File: config.mk
export PLATFORM = sky130hd
export DESIGN_NAME = supply_supervisor_state_flags
export DESIGN_NICKNAME = d
export VERILOG_FILES = /design/src/rtl/supply_state_pkg.sv /design/src/rtl/level_sync.sv /design/src/rtl/supply_supervisor_state_flags.sv
export SDC_FILE = /design/constraint.sdc
export NUM_CORES = 1
export LEC_CHECK = 0
export ABC_AREA = 1
export BUFFER_PORTS_ARGS = -buffer_cell sky130_fd_sc_hd__buf_2
export CAP_MARGIN = 5
export CORE_ASPECT_RATIO = 1.4
export CORE_MARGIN = 2
export CORE_UTILIZATION = 25
export DETAILED_ROUTE_END_ITERATION = 8
export GPL_TIMING_DRIVEN = 0
export HOLD_SLACK_MARGIN = 0.05
export PLACE_DENSITY = 0.48
export SYNTH_ARGS = -nofsm -noshare
export SYNTH_HDL_FRONTEND = slang
export SYNTH_HIERARCHICAL = 1
export SYNTH_SLANG_ARGS = --single-unit
File: constraint.sdc
create_clock -name i_mclk -period 1.1 [get_ports i_mclk]
set_input_delay 0.055 -clock i_mclk [delete_from_list [all_inputs] [get_ports i_mclk]]
set_output_delay 0.055 -clock i_mclk [all_outputs]
set_load 0.01 [all_outputs]
File: src/rtl/supply_state_pkg.sv
// package: offsets, fields, reset values and bus carriers of the supply state block
`default_nettype none
package supply_state_pkg;

    // sfr space offsets
    localparam logic [7:0]  SYSTEM_STATE_ADDR     = 8'hA1;
    localparam logic [7:0]  WAKE_SOURCE_ADDR      = 8'hAF;
    // external data space offset
    localparam logic [15:0] REGULATOR_CTRL_ADDR   = 16'h2866;

    // system_state field positions
    localparam int unsigned LINE_SUPPLY_BIT       = 0;
    localparam int unsigned SUPPLY_LOW_BIT        = 1;
    localparam int unsigned TIMER_PULSE_WAKE_BIT  = 2;
    localparam int unsigned PIN_WAKE_BIT          = 3;
    localparam int unsigned LEVEL1_RESET_BIT      = 5;

    // wake_source_reg field position
    localparam int unsigned PULSE_QUALIFIER_BIT   = 3;

    // regulator_control_reg field positions
    localparam int unsigned DETECT_DISABLE_BIT    = 7;
    localparam int unsigned ANALOG_LEVEL_LSB      = 3;
    localparam int unsigned CORE_LEVEL_LSB        = 0;
    localparam int unsigned LEVEL_WIDTH           = 3;

    // values after reset and of unmapped reads
    localparam logic        STATUS_RESET          = 1'b0;
    localparam logic        DETECT_DISABLE_RESET  = 1'b0;
    localparam logic [2:0]  ANALOG_LEVEL_RESET    = 3'h0;
    localparam logic [2:0]  CORE_LEVEL_RESET      = 3'h0;
    localparam logic [7:0]  READ_DATA_RESET       = 8'h00;
    localparam logic [7:0]  UNMAPPED_READ_VALUE   = 8'h00;

    // synchroniser depth and number of asynchronous inputs
    localparam int unsigned SYNC_STAGES           = 2;
    localparam int unsigned ASYNC_INPUTS          = 5;

    // index of each asynchronous input in the synchroniser bank
    localparam int unsigned IDX_BELOW_LOW         = 0;
    localparam int unsigned IDX_ABOVE_HIGH        = 1;
    localparam int unsigned IDX_WAKE_PIN          = 2;
    localparam int unsigned IDX_WAKE_TIMER        = 3;
    localparam int unsigned IDX_WAKE_PULSE        = 4;

    typedef struct packed {
        logic [7:0] addr;
        logic       rd;
        logic       wr;
        logic [7:0] wdata;
    } sfr_req_t;

    typedef struct packed {
        logic [15:0] addr;
        logic        rd;
        logic        wr;
        logic [7:0]  wdata;
    } xdata_req_t;

    typedef struct packed {
        logic       valid;
        logic       hit;
        logic [7:0] data;
    } read_rsp_t;

    typedef struct packed {
        logic       detect_disable;
        logic [2:0] analog_level;
        logic [2:0] core_level;
    } regulator_ctrl_t;

endpackage : supply_state_pkg
`default_nettype wire

File: src/rtl/level_sync.sv
// two flip-flop level synchroniser for one asynchronous input
`default_nettype none
module level_sync (
    input  wire logic i_mclk,
    input  wire logic i_rst_n,
    input  wire logic i_async,
    output var  logic o_sync
);
    import supply_state_pkg::*;

    logic meta;

    always_ff @(posedge i_mclk or negedge i_rst_n) begin
        if (!i_rst_n) begin
            meta   <= 1'b0;
            o_sync <= 1'b0;
        end else begin
            meta   <= i_async;
            o_sync <= meta;
        end
    end

endmodule : level_sync
`default_nettype wire

File: src/rtl/supply_supervisor_state_flags.sv
// supply supervisor: reset cause, wakeup source, supply state and regulator control
//
// Contract
// Set the level-1 reset flag after a level-1 reset and clear it on any reset of another level.
// Set the pin wake flag when a pin wakeup event takes the system out of Sleep or Deep Sleep.
// On a timer wakeup from Sleep read the timer/pulse wake flag as 1 and the pulse qualifier as 0.
// On an energy-pulse wakeup from Sleep read both the timer/pulse wake flag and the qualifier as 1.
// Read the supply low flag as 1 whenever the mains sense voltage is below the low threshold; the code holds the flag while detect disable is 1.
// On a power-down event set the supply low flag and raise an interrupt request when it is enabled.
// Hold the supply low flag at 0 while the mains sense voltage is above the high threshold.
// Read the line supply flag as 1 while the mains sense voltage is above the high threshold.
// Keep the line supply flag at 0 while the mains sense voltage is below the low threshold.
// Supply detection is on by default and turned off by writing 1 to the detect disable bit.
// Provide a three-bit analog and pin regulator level field in the regulator control register.
// Provide a three-bit core regulator level field in the regulator control register.
// The system state register is read-only, its bits 7, 6 and 4 are reserved and its status resets to 0.
// Synchronise comparator outputs and wakeup indications to the clock before they touch any flag.
`default_nettype none
module supply_supervisor_state_flags (
    input  wire logic                         i_mclk,
    input  wire logic                         i_rst_n,
    // special-function register bus
    input  wire supply_state_pkg::sfr_req_t   i_sfr_req,
    output var  supply_state_pkg::read_rsp_t  o_sfr_rsp,
    // external data bus
    input  wire supply_state_pkg::xdata_req_t i_xdata_req,
    output var  supply_state_pkg::read_rsp_t  o_xdata_rsp,
    // reset and sleep controller, same clock
    input  wire logic                         i_other_reset,
    input  wire logic                         i_sleep,
    input  wire logic                         i_deep_sleep,
    input  wire logic                         i_supply_low_flag_irq_enable,
    // asynchronous comparator outputs and wakeup indications
    input  wire logic                         i_mains_below_low,
    input  wire logic                         i_mains_above_high,
    input  wire logic                         i_wake_pin,
    input  wire logic                         i_wake_timer,
    input  wire logic                         i_wake_pulse,
    // outputs
    output var  logic                         o_supply_low_flag_irq,
    output var  logic                         o_supply_detect_enable,
    output var  supply_state_pkg::regulator_ctrl_t o_regulator
);
    import supply_state_pkg::*;

    // address match; xdata_match is used by read and write decode, sfr_match by read decode only
    function automatic logic sfr_match(input logic [7:0] addr, input logic [7:0] target);
        sfr_match = (addr == target);
    endfunction : sfr_match

    function automatic logic xdata_match(input logic [15:0] addr, input logic [15:0] target);
        xdata_match = (addr == target);
    endfunction : xdata_match

    // synchronised asynchronous inputs
    logic [ASYNC_INPUTS-1:0] async_in;
    logic [ASYNC_INPUTS-1:0] sync_in;
    logic [ASYNC_INPUTS-1:0] sync_prev;
    logic [ASYNC_INPUTS-1:0] sync_rise;

    assign async_in[IDX_BELOW_LOW]  = i_mains_below_low;
    assign async_in[IDX_ABOVE_HIGH] = i_mains_above_high;
    assign async_in[IDX_WAKE_PIN]   = i_wake_pin;
    assign async_in[IDX_WAKE_TIMER] = i_wake_timer;
    assign async_in[IDX_WAKE_PULSE] = i_wake_pulse;

    genvar gi;
    generate
        for (gi = 0; gi < ASYNC_INPUTS; gi++) begin : g_sync
            level_sync u_sync (
                .i_mclk  (i_mclk),
                .i_rst_n (i_rst_n),
                .i_async (async_in[gi]),
                .o_sync  (sync_in[gi])
            );
        end
    endgenerate

    // edge detection works on synchronised levels only
    always_ff @(posedge i_mclk or negedge i_rst_n) begin
        if (!i_rst_n) begin
            sync_prev <= '0;
        end else begin
            sync_prev <= sync_in;
        end
    end

    assign sync_rise = sync_in & ~sync_prev;

    // status and control state
    logic            level1_reset_flag;
    logic            level1_pending;
    logic            pin_wake_flag;
    logic            timer_or_pulse_wake_flag;
    logic            pulse_wake_qualifier;
    logic            supply_low_flag;
    logic            line_supply_flag;
    logic            sleeping;
    logic            sleeping_prev;
    logic            sleep_entry;
    logic            light_sleep;
    regulator_ctrl_t regulator;
    logic [7:0]      system_state;
    logic [7:0]      wake_source;
    logic [7:0]      regulator_byte;
    logic            sfr_state_hit;
    logic            sfr_wake_hit;
    logic            xdata_reg_hit;

    assign sleeping    = i_sleep | i_deep_sleep;
    assign light_sleep = i_sleep & ~i_deep_sleep;
    assign sleep_entry = sleeping & ~sleeping_prev;

    always_ff @(posedge i_mclk or negedge i_rst_n) begin
        if (!i_rst_n) begin
            sleeping_prev <= 1'b0;
        end else begin
            sleeping_prev <= sleeping;
        end
    end

    // reset cause: the block itself is reset only by a level-1 reset
    always_ff @(posedge i_mclk or negedge i_rst_n) begin
        if (!i_rst_n) begin
            level1_pending <= 1'b1;
        end else begin
            level1_pending <= 1'b0;
        end
    end

    always_ff @(posedge i_mclk or negedge i_rst_n) begin
        if (!i_rst_n) begin
            level1_reset_flag <= STATUS_RESET;
        end else if (level1_pending) begin
            level1_reset_flag <= 1'b1;
        end else if (i_other_reset) begin
            level1_reset_flag <= 1'b0;
        end
    end

    // pin wakeup from either sleep state, set wins over clear on sleep entry
    always_ff @(posedge i_mclk or negedge i_rst_n) begin
        if (!i_rst_n) begin
            pin_wake_flag <= STATUS_RESET;
        end else if (sleeping && sync_rise[IDX_WAKE_PIN]) begin
            pin_wake_flag <= 1'b1;
        end else if (sleep_entry) begin
            pin_wake_flag <= 1'b0;
        end
    end

    // timer and pulse wakeups leave light sleep only
    always_ff @(posedge i_mclk or negedge i_rst_n) begin
        if (!i_rst_n) begin
            timer_or_pulse_wake_flag <= STATUS_RESET;
        end else if (light_sleep && (sync_rise[IDX_WAKE_TIMER] || sync_rise[IDX_WAKE_PULSE])) begin
            timer_or_pulse_wake_flag <= 1'b1;
        end else if (sleep_entry) begin
            timer_or_pulse_wake_flag <= 1'b0;
        end
    end

    // qualifier tells a pulse wakeup from a timer wakeup; pulse wins if both arrive
    always_ff @(posedge i_mclk or negedge i_rst_n) begin
        if (!i_rst_n) begin
            pulse_wake_qualifier <= STATUS_RESET;
        end else if (light_sleep && sync_rise[IDX_WAKE_PULSE]) begin
            pulse_wake_qualifier <= 1'b1;
        end else if (light_sleep && sync_rise[IDX_WAKE_TIMER]) begin
            pulse_wake_qualifier <= 1'b0;
        end else if (sleep_entry) begin
            pulse_wake_qualifier <= 1'b0;
        end
    end

    // supply state with hysteresis between the two comparators; frozen while detection is off
    always_ff @(posedge i_mclk or negedge i_rst_n) begin
        if (!i_rst_n) begin
            supply_low_flag <= STATUS_RESET;
        end else if (!regulator.detect_disable) begin
            if (sync_in[IDX_BELOW_LOW]) begin
                supply_low_flag <= 1'b1;
            end else if (sync_in[IDX_ABOVE_HIGH]) begin
                supply_low_flag <= 1'b0;
            end
        end
    end

    always_ff @(posedge i_mclk or negedge i_rst_n) begin
        if (!i_rst_n) begin
            line_supply_flag <= STATUS_RESET;
        end else if (!regulator.detect_disable) begin
            if (sync_in[IDX_BELOW_LOW]) begin
                line_supply_flag <= 1'b0;
            end else if (sync_in[IDX_ABOVE_HIGH]) begin
                line_supply_flag <= 1'b1;
            end
        end
    end

    // power-down interrupt request, level while flag and enable are both high
    always_ff @(posedge i_mclk or negedge i_rst_n) begin
        if (!i_rst_n) begin
            o_supply_low_flag_irq <= 1'b0;
        end else begin
            o_supply_low_flag_irq <= supply_low_flag & i_supply_low_flag_irq_enable;
        end
    end

    // register images; reserved bits read as zero
    always_comb begin
        system_state                       = 8'h00;
        system_state[LEVEL1_RESET_BIT]     = level1_reset_flag;
        system_state[PIN_WAKE_BIT]         = pin_wake_flag;
        system_state[TIMER_PULSE_WAKE_BIT] = timer_or_pulse_wake_flag;
        system_state[SUPPLY_LOW_BIT]       = supply_low_flag;
        system_state[LINE_SUPPLY_BIT]      = line_supply_flag;
    end

    always_comb begin
        wake_source                      = 8'h00;
        wake_source[PULSE_QUALIFIER_BIT] = pulse_wake_qualifier;
    end

    always_comb begin
        regulator_byte                                            = 8'h00;
        regulator_byte[DETECT_DISABLE_BIT]                        = regulator.detect_disable;
        regulator_byte[ANALOG_LEVEL_LSB +: LEVEL_WIDTH]           = regulator.analog_level;
        regulator_byte[CORE_LEVEL_LSB +: LEVEL_WIDTH]             = regulator.core_level;
    end

    // address decode
    assign sfr_state_hit = sfr_match(i_sfr_req.addr, SYSTEM_STATE_ADDR);
    assign sfr_wake_hit  = sfr_match(i_sfr_req.addr, WAKE_SOURCE_ADDR);
    assign xdata_reg_hit = xdata_match(i_xdata_req.addr, REGULATOR_CTRL_ADDR);

    // regulator control register; sfr writes to the state register are ignored
    always_ff @(posedge i_mclk or negedge i_rst_n) begin
        if (!i_rst_n) begin
            regulator.detect_disable <= DETECT_DISABLE_RESET;
            regulator.analog_level   <= ANALOG_LEVEL_RESET;
            regulator.core_level     <= CORE_LEVEL_RESET;
        end else if (i_xdata_req.wr && xdata_reg_hit) begin
            regulator.detect_disable <= i_xdata_req.wdata[DETECT_DISABLE_BIT];
            regulator.analog_level   <= i_xdata_req.wdata[ANALOG_LEVEL_LSB +: LEVEL_WIDTH];
            regulator.core_level     <= i_xdata_req.wdata[CORE_LEVEL_LSB +: LEVEL_WIDTH];
        end
    end

    assign o_regulator            = regulator;
    assign o_supply_detect_enable = ~regulator.detect_disable;

    // sfr read port, answer one cycle after the strobe
    always_ff @(posedge i_mclk or negedge i_rst_n) begin
        if (!i_rst_n) begin
            o_sfr_rsp.valid <= 1'b0;
            o_sfr_rsp.hit   <= 1'b0;
            o_sfr_rsp.data  <= READ_DATA_RESET;
        end else begin
            o_sfr_rsp.valid <= i_sfr_req.rd;
            if (i_sfr_req.rd) begin
                if (sfr_state_hit) begin
                    o_sfr_rsp.hit  <= 1'b1;
                    o_sfr_rsp.data <= system_state;
                end else if (sfr_wake_hit) begin
                    o_sfr_rsp.hit  <= 1'b1;
                    o_sfr_rsp.data <= wake_source;
                end else begin
                    o_sfr_rsp.hit  <= 1'b0;
                    o_sfr_rsp.data <= UNMAPPED_READ_VALUE;
                end
            end
        end
    end

    // external data read port, answer one cycle after the strobe
    always_ff @(posedge i_mclk or negedge i_rst_n) begin
        if (!i_rst_n) begin
            o_xdata_rsp.valid <= 1'b0;
            o_xdata_rsp.hit   <= 1'b0;
            o_xdata_rsp.data  <= READ_DATA_RESET;
        end else begin
            o_xdata_rsp.valid <= i_xdata_req.rd;
            if (i_xdata_req.rd) begin
                if (xdata_reg_hit) begin
                    o_xdata_rsp.hit  <= 1'b1;
                    o_xdata_rsp.data <= regulator_byte;
                end else begin
                    o_xdata_rsp.hit  <= 1'b0;
                    o_xdata_rsp.data <= UNMAPPED_READ_VALUE;
                end
            end
        end
    end

endmodule : supply_supervisor_state_flags
`default_nettype wire

Yosys cells after proc, flatten, opt, wreduce, memory -nomap -nowiden
Cells that the tools add are included.
- equal/unequal tests: 3
- reductions and logical operators: 12
- bitwise logic cells: 9
- mux-type cells: 14
- operators with widths (cell ; count):
    9-bit 2-to-1 mux ; 3
    16-bit by 14-bit == test with 1-bit output, second input constant ; 1
    8-bit == test, second input constant ; 2
    1-bit 2-to-1 mux ; 11
    2-bit nonzero test ; 4
    5-bit AND ; 1
    1-bit logical AND ; 5
    5-bit NOT ; 1
    1-bit AND ; 3
    1-bit NOT ; 3
    3-bit nonzero test ; 1
    2-bit AND reduction ; 1
    1-bit logical OR ; 1
    1-bit bitwise OR ; 1
- input bits: 55
- register bits after elaboration: 51
- word-level logic and storage cells: 67
- output and inout bits: 29

Depth between registers and ports, before layout
Gate-level depths: netlist (run 1).
- depth in word-level cells: 5
- gate-level depth with buffers: 7
- depth with buffers taken out: 7

Cells and area by module
Netlist (run 1), hierarchy kept.
- modules (own cells, without submodules) (module ; sequential area each (um^2) ; area each (um^2) ; times used ; cells an instance):
    supply_supervisor_state_flags ; 877.1 ; 1564.0 ; 1 ; 185
    level_sync ; 50.0 ; 50.0 ; 5 ; 2

Least setup slack after synthesis (run 1)
No wires, ideal clock.
- path type: flip-flop to flip-flop
- start point: register regulator, in the netlist o_regulator[6]
- end point: register supply_low_flag
- path slack: -0.012 ns
- cell stages (with the launch flop): 4
- library setup time: 0.125 ns
- buffers on the path: 0
- required time: 0.975 ns
- data arrival time: 0.988 ns
- period minus slack after synthesis: 1.112 ns
- cells stage by stage: dfrtp_1 inv_1 o21ai_0 mux2_2
- longest elaborated chain between the ends: 2
- RTL lines (what ; RTL line ; RTL):
    from (decl) ; supply_supervisor_state_flags.sv:102 ; regulator_ctrl_t regulator;
    1-bit NOT (no source line) ; n/a ;
    net o_supply_detect_enable ; supply_supervisor_state_flags.sv:41 ; output var logic o_supply_detect_enable,
    2-bit AND reduction (no source line) ; n/a ;
    to (signal assigned) ; supply_supervisor_state_flags.sv:179 ; supply_low_flag <= STATUS_RESET;
    to (signal assigned) ; supply_supervisor_state_flags.sv:182 ; supply_low_flag <= 1'b1;
    to (signal assigned) ; supply_supervisor_state_flags.sv:184 ; supply_low_flag <= 1'b0;
    to (decl) ; supply_supervisor_state_flags.sv:96 ; logic supply_low_flag;
The timed path passes the listed nets, and every way through them passes these cells.
A chain may end at the register's enable or synchronous reset.

Worst setup path after layout (run 1)
- start point: register g_sync[0].u_sync.o_sync
- end point: register supply_low_flag
- longest elaborated chain between the ends: 2
- elaborated cells on any way between the ends: 3
- those cells by class: 1 x mux; 2 x reduce/logical
- RTL lines (what ; RTL line ; RTL):
    from (decl) ; level_sync.sv:7 ; output var logic o_sync
    from (signal assigned) ; level_sync.sv:19 ; o_sync <= meta;
    2-bit nonzero test (no source line) ; n/a ;
    2-bit AND reduction (no source line) ; n/a ;
Several ways; a longest one is shown, not always the timed one.

==> out/metrics.csv, run 1 <==
metric;value;unit
Max Clk Rate;978.0;MHz
fin crit period;1022;ps
clk slew on worst S/H paths;80;ps
post-synthesis register bit count;45;
CTS Buf Count;5;
routed vias/inst;3.913;
Die Ht;104.8;um
top sig layer;met4;
Syn Inst Count;195;
share of cells above drive strength 1;30.95;%
crit-path max FO;3;
largest family of logic cells by synthesized area;simple AND/OR/NAND/NOR gates;
Top FF cell, synth;dfrtp_1;
starting density of the core;25.99;%
setup tns final;0;ps
violated checks;negative hold slack;
CTS tree;yes;
post-DP HPWL;3001;um
vias in the first global route;1550;
metal1 wirelength;1593;um
Post-synth EDFFs;0;
synth top area cells;dfrtp_1 (61%), nand2_1 (13%), nand4_1 (4.8%), inv_1 (4.3%), nor2_1 (4.1%);
ant diodes;0;
chip width;76.00;um
post-synthesis cell area;0.001814;mm2
post-route ant nets;0;
top-area cell type share of the netlist area;60.69;%
multiplexer share of the synthesized area;0.6207;%
Least-Margin Pin Slew;1001;ps
combinational fraction of design power;10.0;%
count leader, synth;nand2_1;
unrepaired setup endpoints after global routing;no;
Slew headroom;33.23;%
status;finished with violations;
worst path required time;1280;ps
Hold Fails Final Rpt;44;
Slew Limit Fails;0;
CP Data Arrival Time;1200;ps
clock share of power;32.0;%
CTS Hold Bufs;18;
clock tree buffer depth;2;
nets@finish;348;
DR pass1 iterations;3;
post-synthesis xor/xnor area fraction;0;%
critical path capture point type;register;
MaxCap Viol Count;0;
pwr dens;1168;mW/mm2
area leader, netlist;dfrtp_1;
die area;0.007964;mm2
Routability Congestion;0.7371;
Placement Rows;36;
Placeable Area;0.006982;mm2
IO Pins;84;
htree depth;2;
grt total ovfl;0;
sequential share of power;58.0;%
area grow syn2layout;41.65;%
largest net degree at the start of global routing;46;
Met2 Routed Length;1947;um
Int Power;2.311;mW
top post-synthesis cells by count;nand2_1 (65), dfrtp_1 (44), inv_1 (21);
sequential-to-total area share from yosys stat;62.14;%
Netlist cell types;19;
WL per Instance;10.13;um
VDD IR max;0.4182;mV
drt total wl;3942;um
Final period util;92.95;%
Fin Hold WS;-79.08;ps
ys async rst share;100.0;%
R2R setup slack;80;ps
Fillers;715;
CP Class;reg -> reg;
NetSw;0.6893;mW
RR Startpoint;g_sync[0].u_sync/o_sync$_DFF_PN0_;
clk sink count;45;
Syn Area/Cell;9.304;um2
Final Setup Violations;0;
Lkg Pwr;1.404;nW
Met3 Routed Length;323;um
global-route wire length before repair;6831;um
post-synthesis adder-cell area fraction;0;%
CTS root buffer;clkbuf_8;
antenna violations before repair;0;
# DRC;0;
worst skew pair latency;290;ps
reg2reg end;supply_low_flag$_DFFE_PN0P_;
routed via count;1522;
Hold Path Class;in -> async;
Synth Area in Simple Gates;27.31;%
startpoint types;register;
compound-cell area share of the yosys netlist;3.172;%
Setup Skew;3.792;ps
yosys warns;6;
Net Sw Frac;22.97;%
total track usage;10.72;%
total power;3.001;mW
Iteration-0 DRC Markers;35;
cell depth of the worst flop-to-flop path;2;
port bufs;68;
[layer usage]
| layer | global-route usage (%) | vias up |
|---|---|---|
| met5 | 0 | - |
| met4 | 4.935 | 0 |
| met3 | 3.713 | 6 |
| met2 | 18.18 | 60 |
| met1 | 12.11 | 652 |
| li1 | - | 804 |
[metrics by stage]
stage / utilization (%) / hold slack [ps] / setup slack [ps] / cells / cell area (um2)
2_1_floorplan: - / -240.6 / 4.360 / 199 / 1829
3_3_place_gp: 32.78 / 164.8 / 23.85 / 362 / 2288
3_5_place_dp: 32.78 / 164.8 / 8.457 / 362 / 2288
4_1_cts: 36.63 / -41.40 / 22.91 / 389 / 2557
5_1_grt: 36.81 / 2.615 / 4.100 / 389 / 2570
6_report: 36.81 / -79.08 / 77.50 / 389 / 2570
[cell usage in the layout (no fill, tap or decap), types with 6 or more instances in the layout]
master,instances
buf_4,6
nor2_1,19
dlygate4sd3_1,18
nand3_1,6
o21ai_0,7
nand2_1,65
dfrtp_1,44
nand4_1,14
buf_2,68
inv_1,20
[power groups by stage]
stage	Combinational, mW	Sequential, mW	Clock (mW)
detailed placement	0.253	1.77	0
floorplan	0.106	1.77	0
global route	0.346	1.75	1.06
CTS	0.302	1.74	1.02
global placement	0.248	1.77	0
finish	0.300	1.74	0.962
[kinds of logic (layout without fill, tap and decap cells)]
family                 Yosys count  after routing
AO/OA/AOI/OAI                   10             10
buffers and inverters           27            122
flip-flops                      45             45
multiplexers                     1              1
other                            1              5
AND/OR/NAND/NOR                111            111
[worst max-delay path, cell delays in order, from the launching register on]
cell     delay, ps
dfrtp_1        400
o21ai_2        160
mux2_2         350
[registers in the layout, indices dropped and copies added, names as in the netlist, 3 cells and up]
register / cells
g_sync.u_sync/meta: 5
o_sfr_rsp: 7
o_regulator: 7
o_xdata_rsp: 9
g_sync.u_sync/o_sync: 5
sync_prev: 3
[area by class of cell]
class	instances	area, um2	area share (%)
Buffer	6	42.54	1.655
Clock buffer	7	76.32	2.970
Clock inverter	1	5.005	0.1947
Inverter	21	82.58	3.213
Multi-Input combinational cell	127	589.3	22.93
Sequential cell	45	1127	43.87
Tap cell	95	118.9	4.625
Timing Repair Buffer	87	528.0	20.55
[timing repair]
item / in CTS / in global routing
resized for setup: 0 / 5
gates cloned: 0 / 0
setup buffers: 1 / 0
endpoints found under the hold margin: 61 / 44
setup endpoints to repair: 1 / 9
[worst max path at each step]
stage | startpoint | end | cells past startpoint
final | g_sync[0].u_sync/o_sync$_DFF_PN0_ | supply_low_flag$_DFFE_PN0P_ | 2
after global routing | i_deep_sleep | pulse_wake_qualifier$_DFFE_PN0P_ | 8
after CTS | g_sync[0].u_sync/o_sync$_DFF_PN0_ | supply_low_flag$_DFFE_PN0P_ | 2
after detailed placement | o_regulator[6]$_DFFE_PN0P_ | supply_low_flag$_DFFE_PN0P_ | 3
after global placement | o_regulator[6]$_DFFE_PN0P_ | supply_low_flag$_DFFE_PN0P_ | 3
after floorplan | o_regulator[6]$_DFFE_PN0P_ | supply_low_flag$_DFFE_PN0P_ | 3
Power figures use the tool's default switching activity.
==> inputs of run 2 (changes only) <==
--- a/config.mk
+++ b/config.mk
@@ -6,7 +6,7 @@
 export NUM_CORES = 1
 export LEC_CHECK = 0
 export ABC_AREA = 1
-export BUFFER_PORTS_ARGS = -buffer_cell sky130_fd_sc_hd__buf_2
+export BUFFER_PORTS_ARGS = -buffer_cell sky130_fd_sc_hd__buf_4
 export CAP_MARGIN = 5
 export CORE_ASPECT_RATIO = 1.4
 export CORE_MARGIN = 2
==> out/metrics.csv, run 2 (same netlist as run 1, synthesis figures left out) <==
metric;value;unit;change
Max Clk Rate;976.0;MHz;-0.21%
pwr dens;1127;mW/mm2;-3.5%
Setup Skew;3.711;ps;-0.08121 ps
clk slew on worst S/H paths;80;ps;about the same
setup tns final;0;ps;unchanged
WP buf/inv;0;;unchanged
worst path required time;1270;ps;about the same
Placement Rows;36;;unchanged
Fin Hold WS;135.9;ps;+214.9 ps
die area;0.007964;mm2;unchanged
CP Cell Sequence;o21ai_2, mux2_2;;
total track usage;11.23;%;+0.51 points
chip width;76.00;um;unchanged
Routability Congestion;0.7455;;+1.1%
crit-path max FO;3;;unchanged
CTS Buf Count;5;;unchanged
Slew headroom;61.41;%;+28 points
VDD IR max;0.5807;mV;+39%
Largest register FFs;9;;unchanged
Crit path largest cell delay;400;ps;about the same
Die Ht;104.8;um;unchanged
Top reg by flops;o_xdata_rsp;;
vias in the first global route;1684;;+8.6%
Hold Path Class;in -> reg;;
WL per Instance;10.58;um;+4.4%
Iteration-0 DRC Markers;82;;+130%
clock tree buffer depth;2;;unchanged
antenna violations before repair;0;;unchanged
area grow syn2layout;51.93;%;
worst skew pair latency;290;ps;about the same
IO Pins;84;;unchanged
Fillers;756;;+5.7%
routed vias/inst;4.049;;+3.5%
critical path's top delay family;flip-flops;;
ant diodes;0;;unchanged
Least-Margin Pin Slew;578.9;ps;-422.6 ps
# DRC;0;;unchanged
fin crit period;1025;ps;+2.123 ps
slowest cell on the critical path;dfrtp_1;;
grt total ovfl;0;;unchanged
CTS tree;yes;;
post-DP HPWL;3037;um;+1.2%
CP Class;reg -> reg;;
drt total wl;4114;um;+4.4%
routed via count;1575;;+3.5%
Placeable Area;0.006982;mm2;unchanged
DR pass1 iterations;4;;+1
MaxCap Viol Count;0;;unchanged
Lkg Pwr;1.446;nW;+3.0%
CTS root buffer;clkbuf_8;;
commonest non-fill, non-tap cell in the layout;buf_4;;
post-route ant nets;0;;unchanged
status;finished clean;;
starting density of the core;25.99;%;unchanged
startpoint types;register;;
htree depth;2;;unchanged
Hold Fails Final Rpt;0;;-100%
most frequent cells in the layout;buf_4 (73), nand2_1 (65), dfrtp_1 (44);;
Final Setup Violations;0;;unchanged
CP Data Arrival Time;1200;ps;about the same
Final period util;93.15;%;+0.19 points
nets@finish;348;;unchanged
unrepaired setup endpoints after global routing;no;;
clk sink count;45;;unchanged
largest net degree at the start of global routing;46;;unchanged
port bufs;68;;unchanged
critical path capture point type;register;;
global-route wire length before repair;7293;um;+6.8%
Slew Limit Fails;0;;unchanged
share of cells above drive strength 1;30.61;%;-0.34 points
## run 2: final cells by class
cell class / instances / area (um2) / share of cell area [%]
repair buffers: 88 / 708.2 / 25.69
clock buffers: 8 / 90.09 / 3.268
inverters: 21 / 82.58 / 2.996
plain buffers: 5 / 35.03 / 1.271
well taps: 95 / 118.9 / 4.312
flip-flops and latches: 45 / 1127 / 40.90
multi-input cells: 127 / 594.3 / 21.56
## run 2: report_power, final
group	internal [mW]	leakage, nW	switching [mW]	total, mW
logic	0.199	0.828	0.152	0.351
registers	1.71	0.573	0.0257	1.74
clock network	0.512	0.0455	0.504	1.02
total	2.42	1.45	0.681	3.11
## run 2: worst paths after layout
check                                                  start                                end  slack (ps)  cells after the start
max reg2reg                g_sync[0].u_sync/o_sync$_DFF_PN0_        supply_low_flag$_DFFE_PN0P_          80                      2
min                                           i_xdata_req[8]         o_regulator[4]$_DFFE_PN0P_         140                      3
min in group asynchronous                            i_rst_n            sleeping_prev$_DFF_PN0_         300                      2
min reg2reg                  g_sync[4].u_sync/meta$_DFF_PN0_  g_sync[4].u_sync/o_sync$_DFF_PN0_         350                      0
max                        g_sync[0].u_sync/o_sync$_DFF_PN0_        supply_low_flag$_DFFE_PN0P_          80                      2
max in group asynchronous                            i_rst_n           o_sfr_rsp[2]$_DFFE_PN0P_         400                      2
## run 2: what timing repair did
item / CTS / global route
pin swaps: 0 / 1
hold buffers: 19 / 0
gates resized for setup: 0 / 4
buffers inserted: 1 / 0
endpoints found under the setup margin: 1 / 10
endpoints found under the hold margin: 62 / 0
## run 2: worst register-to-register path, delay by kind of cell (launching register included)
family          cells  cell delay (ps)
mux                 1              350
compound gates      1              170
flops               1              400
## run 2: through the flow
stage	setup WS (ps)	total power [mW]	cells	instance area [um2]	util, %
6_report	75.38	3.106	389	2756	39.48
5_1_grt	0.4081	3.283	389	2756	39.48
4_1_cts	12.05	3.164	390	2746	39.34
3_5_place_dp	4.191	2.071	362	2459	35.22
3_3_place_gp	14.55	2.067	362	2459	35.22
2_1_floorplan	4.360	1.875	199	1829	-
## run 2: per-layer routing
metal / part of all wire, % / track usage (%) / up-vias
met5: 0 / 0 / -
met4: 1.2 / 4.286 / 0
met3: 8.2 / 3.713 / 5
met2: 52 / 20.09 / 62
met1: 39 / 12.26 / 703
li1: - / - / 805
==> inputs of run 3 (changes only) <==
--- a/config.mk
+++ b/config.mk
@@ -11,6 +11,7 @@
 export CORE_ASPECT_RATIO = 1.4
 export CORE_MARGIN = 2
 export CORE_UTILIZATION = 25
+export CTS_BUF_LIST = sky130_fd_sc_hd__clkbuf_4 sky130_fd_sc_hd__clkbuf_8
 export DETAILED_ROUTE_END_ITERATION = 8
 export GPL_TIMING_DRIVEN = 0
 export HOLD_SLACK_MARGIN = 0.05
==> out/metrics.csv, run 3 (same netlist as run 1, synthesis figures left out) <==
metric;value;unit;change
status;finished clean;;
Least-Margin Pin Slew;577.2;ps;-1.734 ps
Largest register FFs;9;;unchanged
unrepaired setup endpoints after global routing;no;;
routed vias/inst;4.051;;about the same
CTS tree;yes;;
placed cell count;362;;unchanged
clk sink count;45;;unchanged
hold path start;i_xdata_req[8];;
R2R setup slack;80;ps;about the same
Final period util;93.15;%;about the same
largest net degree at the start of global routing;46;;unchanged
Hold Path Class;in -> reg;;
post-DP HPWL;3037;um;unchanged
area of the multi-input gates;594.3;um2;unchanged
VDD IR max;0.5807;mV;about the same
# DRC;0;;unchanged
CTS root buffer;clkbuf_8;;
post-route ant nets;0;;unchanged
starting density of the core;25.99;%;unchanged
top sig layer;met4;;
setup tns final;0;ps;unchanged
Final Setup Violations;0;;unchanged
area grow syn2layout;52.34;%;
CP Cell Sequence;o21ai_2, mux2_2;;
Routability Congestion;0.7455;;unchanged
setup ws final;75.38;ps;-0.0001000 ps
FF/Latch Area;0.001127;mm2;unchanged
startpoint types;register;;
worst skew pair latency;290;ps;about the same
MaxCap Viol Count;0;;unchanged
antenna violations before repair;0;;unchanged
ant diodes;0;;unchanged
critical path capture point type;register;;
total power;3.155;mW;+1.6%
Place WS;4.191;ps;unchanged
IO Pins;84;;unchanged
port bufs;68;;unchanged
drt total wl;4111;um;about the same
pwr dens;1141;mW/mm2;+1.3%
Placeable Area;0.006982;mm2;unchanged
crit-path max FO;3;;unchanged
Crit path largest cell delay;400;ps;about the same
nets@finish;348;;unchanged
WL per Instance;10.57;um;about the same
cell depth of the worst flop-to-flop path;2;;unchanged
Lkg Pwr;1.453;nW;+0.47%
worst hold path endpoint;o_regulator[4]$_DFFE_PN0P_;;
worst path required time;1270;ps;about the same
grt total ovfl;0;;unchanged
global-route wire length before repair;7293;um;unchanged
metal1 wirelength;1597;um;-0.25%
Top reg by flops;o_xdata_rsp;;
Setup Skew;3.068;ps;-0.6433 ps
total track usage;11.23;%;unchanged
reg2reg end;supply_low_flag$_DFFE_PN0P_;;
routed via count;1576;;+0.063%
CP Class;reg -> reg;;
Met2 Routed Length;2123;um;about the same
DR pass1 iterations;4;;unchanged
most frequent cells in the layout;buf_4 (73), nand2_1 (65), dfrtp_1 (44);;
commonest non-fill, non-tap cell in the layout;buf_4;;
Hold Fails Final Rpt;0;;unchanged
Final Non-Filler Cells;389;;unchanged
Hold Crit Depth;3;;unchanged
CP Data Arrival Time;1200;ps;about the same
die area;0.007964;mm2;unchanged
chip width;76.00;um;unchanged
fin crit period;1025;ps;+0.0001000 ps
Iteration-0 DRC Markers;82;;unchanged
slowest cell on the critical path;dfrtp_1;;
Slew headroom;61.52;%;+0.12 points
Slew Limit Fails;0;;unchanged
CTS Buf Count;5;;unchanged
vias in the first global route;1684;;unchanged
Placement Rows;36;;unchanged
Die Ht;104.8;um;unchanged
Met3 Routed Length;340;um;+1.2%
Max Clk Rate;976.0;MHz;unchanged
share of cells above drive strength 1;31.29;%;+0.68 points
clk slew on worst S/H paths;80;ps;about the same
Fillers;753;;-0.40%
htree depth;2;;unchanged
clock tree buffer depth;2;;unchanged
RR Startpoint;g_sync[0].u_sync/o_sync$_DFF_PN0_;;
run 3: final cells by class:
type	instances	area share, %
sequential	45	40.79
multi-input combinational	127	21.50
inverter	21	2.988
clock buffer	8	3.531
tap	95	4.301
timing repair buffer	88	25.62
buffer	5	1.268
run 3: per-stage QoR:
| step | area (um2) | utilization, % | hold WS (ps) |
|---|---|---|---|
| 5_1_grt | 2764 | 39.59 | 133.0 |
| 4_1_cts | 2754 | 39.44 | 118.3 |
| 6_report | 2764 | 39.59 | 135.6 |
| 2_1_floorplan | 1829 | - | -240.6 |
| 3_5_place_dp | 2459 | 35.22 | 94.05 |
| 3_3_place_gp | 2459 | 35.22 | 94.39 |
run 3: how the worst max path moves through the flow:
stage                                 startpoint  depth (start not counted)                          end
2_1_floorplan         o_regulator[6]$_DFFE_PN0P_                          3  supply_low_flag$_DFFE_PN0P_
3_3_place_gp          o_regulator[6]$_DFFE_PN0P_                          3  supply_low_flag$_DFFE_PN0P_
3_5_place_dp          o_regulator[6]$_DFFE_PN0P_                          3  supply_low_flag$_DFFE_PN0P_
4_1_cts        g_sync[0].u_sync/o_sync$_DFF_PN0_                          2  supply_low_flag$_DFFE_PN0P_
5_1_grt        g_sync[0].u_sync/o_sync$_DFF_PN0_                          2  supply_low_flag$_DFFE_PN0P_
6_report       g_sync[0].u_sync/o_sync$_DFF_PN0_                          2  supply_low_flag$_DFFE_PN0P_
run 3: worst max-delay path: cells and delay by family, from the launching register on:
kind / cells / cell delay, ps
compound gates: 1 / 170
flops: 1 / 400
mux: 1 / 350
run 3: timing repair:
item                                    in CTS  in global routing
hold buffers                                19                  0
resized for setup                            0                  4
endpoints found under the setup margin       1                 10
buffers inserted                             1                  0
hold endpoints to repair                    62                  0
pin swaps                                    0                  1
run 3: layer usage:
layer	global-route usage [%]	vias to the layer above
met1	12.26	703
met2	20.09	63
met3	3.713	5
met4	4.286	0
met5	0	-
li1	-	805
run 3: power breakdown:
part           internal [mW]  total (mW)  switching (mW)
logic                  0.199       0.350           0.152
registers               1.71        1.74          0.0257
clock network          0.562        1.06           0.503
